`src/logic/fpt_params.svh`:
```
`ifndef FPT_PARAMS_SVH
`define FPT_PARAMS_SVH

// ----------------------------------------
// register indices (byte address = 4 * index)
// ----------------------------------------
`define FPT_IDX_DRIVE 8'h56
`define FPT_IDX_CLOCK 8'h58
`define FPT_IDX_SPEED 8'h59
`define FPT_IDX_STATUS 8'h5A
`define FPT_IDX_START 8'h5B
`define FPT_ADDR_IDX_MSB 9
`define FPT_ADDR_IDX_LSB 2

// ----------------------------------------
// reset values
// ----------------------------------------
`define FPT_RST_DRIVE 8'h00
`define FPT_RST_CLOCK 8'h10
`define FPT_RST_START 8'h00

// ----------------------------------------
// field positions
// ----------------------------------------
`define FPT_DRV_FORCE 0
`define FPT_DRV_DUTY_LSB 1
`define FPT_DRV_DUTY_MSB 6
`define FPT_DRV_CLKSEL 7
`define FPT_CTL_SRC 0
`define FPT_CTL_DBL 2
`define FPT_CTL_DIV_LSB 4
`define FPT_CTL_DIV_MSB 5
`define FPT_CTL_MASK 8'h35
`define FPT_STS_VALID 0
`define FPT_STS_LEVEL 1
`define FPT_STS_SAT 2

// ----------------------------------------
// timing counts in core_clk cycles; valid threshold in fan pulses
// ----------------------------------------
`define FPT_STEP_SRC0_SEL0 12'd256
`define FPT_STEP_SRC1_SEL0 12'd512
`define FPT_STEP_SRC0_SEL1 12'd1024
`define FPT_STEP_SRC1_SEL1 12'd2048
`define FPT_TACH_BASE 8'd16
`define FPT_VALID_PULSES 2'd2

`endif

```
`src/logic/fpt_pkg.sv`:
```
`include "fpt_params.svh"

package fpt_pkg;

    typedef struct packed {
        logic [11:0] div_cnt;
        logic [5:0] step;
        logic out;
    } fpt_pwm_st_t;

    typedef struct packed {
        logic prev;
        logic [7:0] pre_cnt;
        logic [2:0] sub_cnt;
        logic [7:0] count;
        logic [7:0] result;
        logic [1:0] pulses;
        logic sat;
    } fpt_tach_st_t;

    typedef struct packed {
        logic wr_pend;
        logic [7:0] wr_idx;
        logic [7:0] drive;
        logic [7:0] clock;
        logic [7:0] start;
        logic start_wr;
        logic [31:0] rdata;
    } fpt_top_st_t;

    // core_clk cycles per pwm step; doubling halves it
    function automatic logic [11:0] fpt_step_div(input logic sel, input logic src,
                                                 input logic dbl);
        logic [11:0] d;
        d = sel ? (src ? `FPT_STEP_SRC1_SEL1 : `FPT_STEP_SRC0_SEL1)
                : (src ? `FPT_STEP_SRC1_SEL0 : `FPT_STEP_SRC0_SEL0);
        return dbl ? (d >> 1) : d;
    endfunction : fpt_step_div

    function automatic logic [2:0] fpt_tach_div_last(input logic [1:0] code);
        return 3'((4'h1 << code) - 4'h1);
    endfunction : fpt_tach_div_last

endpackage : fpt_pkg

```
`src/logic/fpt_top.sv`:
```
`timescale 1ns/1ns
`include "fpt_params.svh"


module fpt_top
    import fpt_pkg::*;
(
    // clock and reset
    input wire logic core_clk,
    input wire logic resetn,
    // ahb-lite slave
    input wire logic hsel,
    input wire logic [31:0] haddr,
    input wire logic [1:0] htrans,
    input wire logic hwrite,
    input wire logic [2:0] hsize,
    input wire logic [31:0] hwdata,
    input wire logic hready,
    output logic hreadyout,
    output logic [31:0] hrdata,
    output logic hresp,
    // fan
    input wire logic fan_tach_in,
    output logic fan_pwm_out
);

    // ----------------------------------------
    // state
    // ----------------------------------------
    fpt_top_st_t s_r;
    fpt_top_st_t s_nxt;

    logic addr_phase;
    logic addr_ok;
    logic [7:0] a_idx;
    logic [7:0] speed_count;
    logic speed_valid;
    logic speed_sat;
    logic [7:0] status;
    logic [11:0] step_div;

    // ----------------------------------------
    // register file and bus slave
    // ----------------------------------------
    always_comb begin
        s_nxt = s_r;
        s_nxt.start_wr = 1'b0;
        a_idx = haddr[`FPT_ADDR_IDX_MSB:`FPT_ADDR_IDX_LSB];
        // upper bits and byte lanes must be clean, else unmapped
        addr_ok = (haddr[31:`FPT_ADDR_IDX_MSB+1] == '0) && (haddr[1:0] == 2'b00);
        addr_phase = hsel && hready && htrans[1];

        // data phase of a write: commit
        if (s_r.wr_pend) begin
            unique case (s_r.wr_idx)
                `FPT_IDX_DRIVE: s_nxt.drive = hwdata[7:0];
                `FPT_IDX_CLOCK: s_nxt.clock = hwdata[7:0] & `FPT_CTL_MASK;
                `FPT_IDX_START: begin
                    s_nxt.start = hwdata[7:0];
                    s_nxt.start_wr = 1'b1;
                end
                default: s_nxt.start_wr = 1'b0;
            endcase
        end

        s_nxt.wr_pend = addr_phase && hwrite && addr_ok;
        s_nxt.wr_idx = a_idx;

        // read data from post-write values so a read right after a write sees it
        if (addr_phase && !hwrite && addr_ok) begin
            unique case (a_idx)
                `FPT_IDX_DRIVE: s_nxt.rdata = {24'h000000, s_nxt.drive};
                `FPT_IDX_CLOCK: s_nxt.rdata = {24'h000000, s_nxt.clock};
                `FPT_IDX_SPEED: s_nxt.rdata = {24'h000000, speed_count};
                `FPT_IDX_STATUS: s_nxt.rdata = {24'h000000, status};
                `FPT_IDX_START: s_nxt.rdata = {24'h000000, s_nxt.start};
                default: s_nxt.rdata = 32'h00000000;
            endcase
        end else if (addr_phase) begin
            s_nxt.rdata = 32'h00000000;
        end
    end

    always_ff @(posedge core_clk or negedge resetn) begin
        if (!resetn) begin
            s_r.wr_pend <= 1'b0;
            s_r.wr_idx <= 8'h00;
            s_r.drive <= `FPT_RST_DRIVE;
            s_r.clock <= `FPT_RST_CLOCK;
            s_r.start <= `FPT_RST_START;
            s_r.start_wr <= 1'b0;
            s_r.rdata <= 32'h00000000;
        end else begin
            s_r <= s_nxt;
        end
    end

    // zero wait states, always OKAY
    assign hreadyout = 1'b1;
    assign hresp = 1'b0;
    assign hrdata = s_r.rdata;

    // ----------------------------------------
    // status view
    // ----------------------------------------
    always_comb begin
        status = 8'h00;
        status[`FPT_STS_VALID] = speed_valid;
        status[`FPT_STS_LEVEL] = fan_pwm_out;
        status[`FPT_STS_SAT] = speed_sat;
    end

    // ----------------------------------------
    // fan drive
    // ----------------------------------------
    assign step_div = fpt_step_div(s_r.drive[`FPT_DRV_CLKSEL],
                                   s_r.clock[`FPT_CTL_SRC],
                                   s_r.clock[`FPT_CTL_DBL]);

    fpt_pwm u_pwm (
        .core_clk(core_clk),
        .resetn(resetn),
        .force_high(s_r.drive[`FPT_DRV_FORCE]),
        .duty(s_r.drive[`FPT_DRV_DUTY_MSB:`FPT_DRV_DUTY_LSB]),
        .step_div(step_div),
        .fan_out(fan_pwm_out)
    );

    // ----------------------------------------
    // tachometer
    // ----------------------------------------
    fpt_tach u_tach (
        .core_clk(core_clk),
        .resetn(resetn),
        .div_code(s_r.clock[`FPT_CTL_DIV_MSB:`FPT_CTL_DIV_LSB]),
        .start_value(s_r.start),
        .restart(s_r.start_wr),
        .tach_in(fan_tach_in),
        .result(speed_count),
        .valid(speed_valid),
        .saturated(speed_sat)
    );

endmodule : fpt_top

```
`src/logic/fpt_pwm.sv`:
```
`timescale 1ns/1ns
`include "fpt_params.svh"

module fpt_pwm
    import fpt_pkg::*;
(
    // clock and reset
    input wire logic core_clk,
    input wire logic resetn,
    // settings
    input wire logic force_high,
    input wire logic [5:0] duty,
    input wire logic [11:0] step_div,
    // fan drive
    output logic fan_out
);

    fpt_pwm_st_t s_r;
    fpt_pwm_st_t s_nxt;

    always_comb begin
        s_nxt = s_r;
        if (s_r.div_cnt >= step_div - 12'h001) begin
            s_nxt.div_cnt = 12'h000;
            s_nxt.step = s_r.step + 6'h01;
        end else begin
            s_nxt.div_cnt = s_r.div_cnt + 12'h001;
        end
        // high for the first duty steps of each 64-step frame
        s_nxt.out = force_high | (s_nxt.step < duty);
    end

    always_ff @(posedge core_clk or negedge resetn) begin
        if (!resetn) begin
            s_r <= '0;
        end else begin
            s_r <= s_nxt;
        end
    end

    assign fan_out = s_r.out;

endmodule : fpt_pwm

```
`src/logic/fpt_tach.sv`:
```
`timescale 1ns/1ns
`include "fpt_params.svh"

module fpt_tach
    import fpt_pkg::*;
(
    // clock and reset
    input wire logic core_clk,
    input wire logic resetn,
    // settings
    input wire logic [1:0] div_code,
    input wire logic [7:0] start_value,
    input wire logic restart,
    // fan pulse input
    input wire logic tach_in,
    // results
    output logic [7:0] result,
    output logic valid,
    output logic saturated
);

    fpt_tach_st_t s_r;
    fpt_tach_st_t s_nxt;
    logic base_tick;
    logic tick;
    logic edge_seen;

    always_comb begin
        s_nxt = s_r;
        base_tick = (s_r.pre_cnt == `FPT_TACH_BASE - 8'd1);
        tick = base_tick && (s_r.sub_cnt == fpt_tach_div_last(div_code));
        edge_seen = tach_in && !s_r.prev;
        s_nxt.prev = tach_in;
        s_nxt.pre_cnt = base_tick ? 8'd0 : s_r.pre_cnt + 8'd1;
        if (base_tick) begin
            s_nxt.sub_cnt = tick ? 3'd0 : s_r.sub_cnt + 3'd1;
        end
        if (tick) begin
            if (s_r.count == 8'hFF) begin
                s_nxt.sat = 1'b1;
            end else begin
                s_nxt.count = s_r.count + 8'd1;
            end
        end
        if (edge_seen) begin
            // a tick on the edge cycle still belongs to the closing period
            s_nxt.result = s_nxt.count;
            s_nxt.count = start_value;
            s_nxt.sat = 1'b0;
            if (s_r.pulses != `FPT_VALID_PULSES) begin
                s_nxt.pulses = s_r.pulses + 2'd1;
            end
        end
        // a preload write wins over a coincident fan edge
        if (restart) begin
            s_nxt.count = start_value;
            s_nxt.pre_cnt = 8'd0;
            s_nxt.sub_cnt = 3'd0;
            s_nxt.sat = 1'b0;
            s_nxt.pulses = 2'd0;
        end
    end

    always_ff @(posedge core_clk or negedge resetn) begin
        if (!resetn) begin
            s_r <= '0;
        end else begin
            s_r <= s_nxt;
        end
    end

    assign result = s_r.result;
    assign valid = (s_r.pulses == `FPT_VALID_PULSES);
    assign saturated = s_r.sat;

endmodule : fpt_tach

```
`config.mk`:
```
export PLATFORM = sky130hd
export DESIGN_NAME = fpt_top
export DESIGN_NICKNAME = d
export VERILOG_FILES = /design/src/logic/fpt_pkg.sv /design/src/logic/fpt_top.sv /design/src/logic/fpt_pwm.sv /design/src/logic/fpt_tach.sv
export VERILOG_INCLUDE_DIRS = /design/src /design/src/logic
export SDC_FILE = /design/constraint.sdc
export NUM_CORES = 1
export LEC_CHECK = 0
export BUFFER_PORTS_ARGS = -buffer_cell sky130_fd_sc_hd__buf_2
export CORE_ASPECT_RATIO = 1.5
export CORE_MARGIN = 2
export CORE_UTILIZATION = 25
export DETAILED_ROUTE_END_ITERATION = 16
export PLACE_DENSITY = 0.44
export SLEW_MARGIN = 20
export SYNTH_ARGS = -nofsm -noshare
export SYNTH_HDL_FRONTEND = slang
export SYNTH_SLANG_ARGS = --single-unit
```
`constraint.sdc`:
```
create_clock -name core_clk -period 7.2 [get_ports core_clk]
set_clock_uncertainty 0.2 [all_clocks]
set_input_delay 0 -clock core_clk [delete_from_list [all_inputs] [get_ports core_clk]]
set_output_delay 0 -clock core_clk [all_outputs]
set_load 0.02 [all_outputs]
```
# ---- Yosys cells after proc, flatten, opt, wreduce, memory -nomap -nowiden
# Cells that the tools add are included.
dict set report classes {
  add_sub_neg 8
  magnitude_cmp 2
  eq_ne 13
  shift 1
  muxes 25
  bitwise 1
  n_reduce_logical 21
}
# cell count
set op_table {}
lappend op_table {{== test 8 x 7 -> 1 bit, second input constant} 8}
lappend op_table {{2-to-1 mux 32 bit} 2}
lappend op_table {{2-to-1 mux 12 bit} 4}
lappend op_table {{2-to-1 mux 8 bit} 6}
lappend op_table {{one-hot mux 8 bit (5 select lines)} 1}
lappend op_table {{2-to-1 mux 19 bit} 2}
lappend op_table {{2-to-1 mux 25 bit} 1}
lappend op_table {{zero test 22 bit} 1}
lappend op_table {{adder 8 x 1 -> 8 bit, second input constant} 2}
lappend op_table {{adder 12 x 1 -> 12 bit, second input constant} 1}
lappend op_table {{greater-or-equal comparator 12 bit} 1}
lappend op_table {{subtractor 12 x 1 -> 12 bit, second input constant} 1}
lappend op_table {{2-to-1 mux 10 bit} 1}
lappend op_table {{logical AND 1 bit} 9}
lappend op_table {{2-to-1 mux 3 bit} 3}
lappend op_table {{== test 8 x 4 -> 1 bit, second input constant} 1}
lappend op_table {{== test 8 bit, second input constant} 1}
lappend op_table {{nonzero test 2 bit} 4}
lappend op_table {{adder 6 x 1 -> 6 bit, second input constant} 1}
lappend op_table {{less-than comparator 6 bit} 1}
lappend op_table {{2-to-1 mux 6 bit} 1}
lappend op_table {{nonzero test 3 bit} 2}
lappend op_table {{AND reduction 2 bit} 2}
lappend op_table {{adder 3 x 1 -> 3 bit, second input constant} 1}
lappend op_table {{11 further kinds} 14}
dict set report totals {
  ff_bits 116
  input_bits 75
  out_inout_bits 35
  elab_cells 88
}

# ---- Depth between registers and ports, before layout
dict set report depth {
  ltp_word 8
  depth_mapped 16
  ltp_nobuf 16
}

# ---- Hierarchy
# From an unflattened synthesis, not the netlist that was laid out.
dict set report unflattened {
  hier_cells 564
  hier_area_um2 5540.3
}
# module n_inst cells_each area_per_inst_um2 seq_area_each_um2
set by_module_without_submodules {}
lappend by_module_without_submodules {fpt_top 1 249 2458.6 1052.3}
lappend by_module_without_submodules {fpt_tach 1 159 1647.8 775.7}
lappend by_module_without_submodules {fpt_pwm 1 156 1433.9 475.5}

# ---- Least setup slack after synthesis
# Ideal clock, no wire load.
dict set report synth_path {
  kind {register to register}
  from {register s_r[41] (netlist name)}
  to {register u_pwm.s_r, in the netlist u_pwm.fan_out}
  setup_ns 0.083
  arrival_time_ns 3.285
  required_ns 6.917
  slack_ns 3.632
  stages_incl_launch_ff 17
  path_cell_list {dfrtp_1 nor2b_1 or3_1 ha_1 nor2b_1 a21oi_1 ha_1 nand4_1 o221ai_2 nand4_1 xnor2_1 ha_1 a21o_1 a21o_1 a21oi_1 nand3b_1 o21ai_0}
}
# element line
set synth_rtl {}
lappend synth_rtl {{start, declared} fpt_top.sv:30} ;# fpt_top_st_t s_r;
lappend synth_rtl {{start signal, assigned} fpt_top.sv:94} ;# s_r <= s_nxt;
lappend synth_rtl {{end signal, assigned} fpt_pwm.sv:37} ;# s_r <= s_nxt;
lappend synth_rtl {{end, declared} fpt_pwm.sv:18} ;# fpt_pwm_st_t s_r;

==> results.sh <==
export IMPL_synth_top_cell_by_area="dfrtp_1"
export IMPL_wire_per_inst_um=14.8
export IMPL_grt_usage_pct=12.0
export IMPL_synthDistinctLibCells=65
export IMPL_vias_per_cell=4.58
export IMPL_synth_most_common_cell="dfrtp_1"
export IMPL_status="complete, no violations"
export IMPL_required_ns=7.25
export IMPL_postRouteAntennaNets=0
export IMPL_p_total_mw=1.11
export IMPL_ys_warn_count=0
export IMPL_p_sw_share_pct=25.8
export IMPL_ff_latch_area_um2=2300
export IMPL_n_antenna_cell=0
export IMPL_cp_end_kind="flip-flop"
export IMPL_fin_nets=665
export IMPL_clockBufferDepth=2
export IMPL_clk_pin_slew_ns=0.07
export IMPL_max_freq_mhz=234
export IMPL_gp_congestion=0.804
export IMPL_area_growth_pct=19.6
export IMPL_netSwitchingPower_uw=286
export IMPL_maxCapViolations=0
export IMPL_io_pins=110
export IMPL_peakVddDrop_mv=0.104
export IMPL_pwr_share_seq_pct=49.6
export IMPL_syn_area_um2=5050
export IMPL_setup_tns_final_ns=0
export IMPL_worst_slew_pin_slew_ns=0.850
export IMPL_crit_path_start_kind="flip-flop"
export IMPL_start_util_pct=25.5
export IMPL_avgSynthCellArea_um2=10.1
export IMPL_ys_ff_latch=92
export IMPL_layout_min_cycle_time_ns=4.27
export IMPL_cts_tree="built"
export IMPL_relSlewSlack_pct=43.4
export IMPL_grt_pass1_wl_mm=20.2
export IMPL_htree_num_levels=3
export IMPL_finalCritPeriodShare_pct=59.3
export IMPL_first_pass_iters=4
export IMPL_cts_made_buffers=9
export IMPL_p_int_uw=823
export IMPL_die_y_um=178
export IMPL_synthTopCellsByArea="dfrtp_1 (45%), buf_4 (5.3%), ha_1 (4.2%)"
export IMPL_grt_max_degree=84
export IMPL_core_area_um2=19800
export IMPL_clockPowerShare_pct=41.0
export IMPL_dieArea_um2=21400
export IMPL_clock_latency_ns=0.34
export IMPL_num_rows=63
export IMPL_die_width_um=120
export IMPL_grt_overflow_total=0
export IMPL_first_iter_violations=160
export IMPL_rsz0062_at_grt="false"
export IMPL_finalHoldViolations=0
export IMPL_synthFlopType="dfrtp_1"
export IMPL_num_fill_cells=2063
export IMPL_route_detailed_drc=0
export IMPL_antenna_found_initial=0
export IMPL_multi_input_area_um2=2440
export IMPL_p_comb_share_pct=9.4
export IMPL_dp_final_hpwl_mm=9.28
export IMPL_num_vias=3838
export IMPL_wirelength_mm=12.4
export IMPL_io_buffers=55
export IMPL_power_density_nw_per_um2=183
export IMPL_leakage_nw=2.68
export IMPL_setup_violations=0
export IMPL_synth_edf_count=0
export IMPL_synthTopCellsByCount="dfrtp_1 (91), nand2_1 (53), buf_4 (36), nor2_1 (26), nand3_1 (20)"
export IMPL_ys_seq_area_share_pct=45.6
export IMPL_synth_top_area_share_pct=45.1
export IMPL_arrival_ns=4.32
export IMPL_cts_root_buf="clkbuf_16"
export IMPL_crit_path_max_fanout=18
export IMPL_async_reset_ff_share_pct=100
export IMPL_final_layout_size_suffix_gt1_share_pct=17.0
export IMPL_critPathKind="flip-flop to flip-flop"
export IMPL_cts_sinks=92
export IMPL_min_path_type="primary input to flip-flop"
export IMPL_synthCells=498
export IMPL_grt_pass1_vias=3938
export IMPL_drv_slew=0
-- per-stage QoR --
stage	setup slack (ns)	instance area (um2)	hold slack, ns	utilization, %	instances
global route	2.61	6040	0.116	30.5	838
global placement	2.93	5440	-0.367	27.5	791
detailed placement	2.89	5440	-0.361	27.5	791
CTS	2.86	6040	0.0969	30.5	838
floorplan	3.63	5140	-0.496	-	522
finish	2.93	6040	0.113	30.5	838
-- worst max-delay path, stage by stage, from the launching register on --
cell      delay, ns
dfrtp_1        0.42
nor2b_1        0.18
or3_1          0.36
ha_1           0.24
nor2b_1        0.12
a21oi_1        0.08
ha_1           0.33
nand4_1        0.12
o221ai_2       0.69
nand4_1        0.20
xnor2_1        0.23
ha_1           0.28
a21o_1         0.17
a21o_1         0.17
a21oi_1        0.15
nand3b_1       0.10
o21ai_0        0.16
-- sequential cells by signal, summed over array words and instances, names as in the netlist --
| name | flops |
|---|---|
| u_pwm.s_r | 18 |
| u_pwm.fan_out | 1 |
| s_r | 34 |
| hrdata | 8 |
| u_tach.saturated | 1 |
| u_tach.result | 8 |
| u_tach.s_r | 22 |
-- per-layer routing --
layer  part of all wire, %  global-route usage (%)
met1                    40                    13.7
met2                    55                    22.5
met3                   3.0                    1.69
met4                   2.1                    4.85
met5                     0                       0
-- final cells by class --
type                    instances  area share [%]
clock buffers                  10            3.95
clock inverters                 6           0.828
inverters                      18            1.12
multi-input cells             363            40.4
flip-flops and latches         92            38.1
well taps                     260            5.38
repair buffers                 89            10.2
-- repair_timing --
action,CTS,global route
endpoints found under the hold margin,129,0
resized for setup,0,0
hold buffers,31,0
setup buffers,0,0
-- placed cells by master (no fill, tap or decap), drive strengths merged, types with 9 or more instances in the layout --
cell type,synthesis,routed
nor3,9,9
nand2,53,53
and3,12,12
nor2b,10,10
nand3,21,21
xor2,11,11
conb,2,26
ha,17,17
buf,39,58
a21oi,16,16
xnor2,15,15
dfrtp,91,91
nand4,12,12
dlygate4sd3,0,31
mux2i,13,13
o21ai,29,29
inv,18,18
nor2,26,26
clkbuf,10,10
-- power by group through the flow --
stage | clock (mW) | sequential (mW) | combinational (mW)
after global routing | 0.494 | 0.552 | 0.120
after global placement | 0 | 0.558 | 0.0926
after detailed placement | 0 | 0.560 | 0.0955
after CTS | 0.472 | 0.550 | 0.106
final | 0.455 | 0.549 | 0.105
after floorplan | 0 | 0.554 | 0.0689
-- kinds of logic after synthesis --
family,count (synthesis),synth area share [%]
XOR/XNOR,26,4.51
buffers and inverters,67,7.85
flip-flops,92,45.6
AO/OA/AOI/OAI,86,12.5
AND/OR/NAND/NOR,188,20.9
other,2,0.149
multiplexers,20,4.28
adder cells (fa/ha/maj),17,4.21
-- final timing paths --
path                       slack [ns]             end  cells after the start          from
max                              2.93   u_pwm.fan_out                     16       s_r[41]
min                              0.11         s_r[63]                      2      haddr[8]
min reg2reg                      0.28    u_pwm.s_r[6]                      1  u_pwm.s_r[6]
max in group asynchronous        6.02  u_tach.s_r[22]                      3        resetn
max reg2reg                      2.93   u_pwm.fan_out                     16       s_r[41]
min in group asynchronous        0.17  u_tach.s_r[21]                      3        resetn
(Power assumes the default switching activity.)
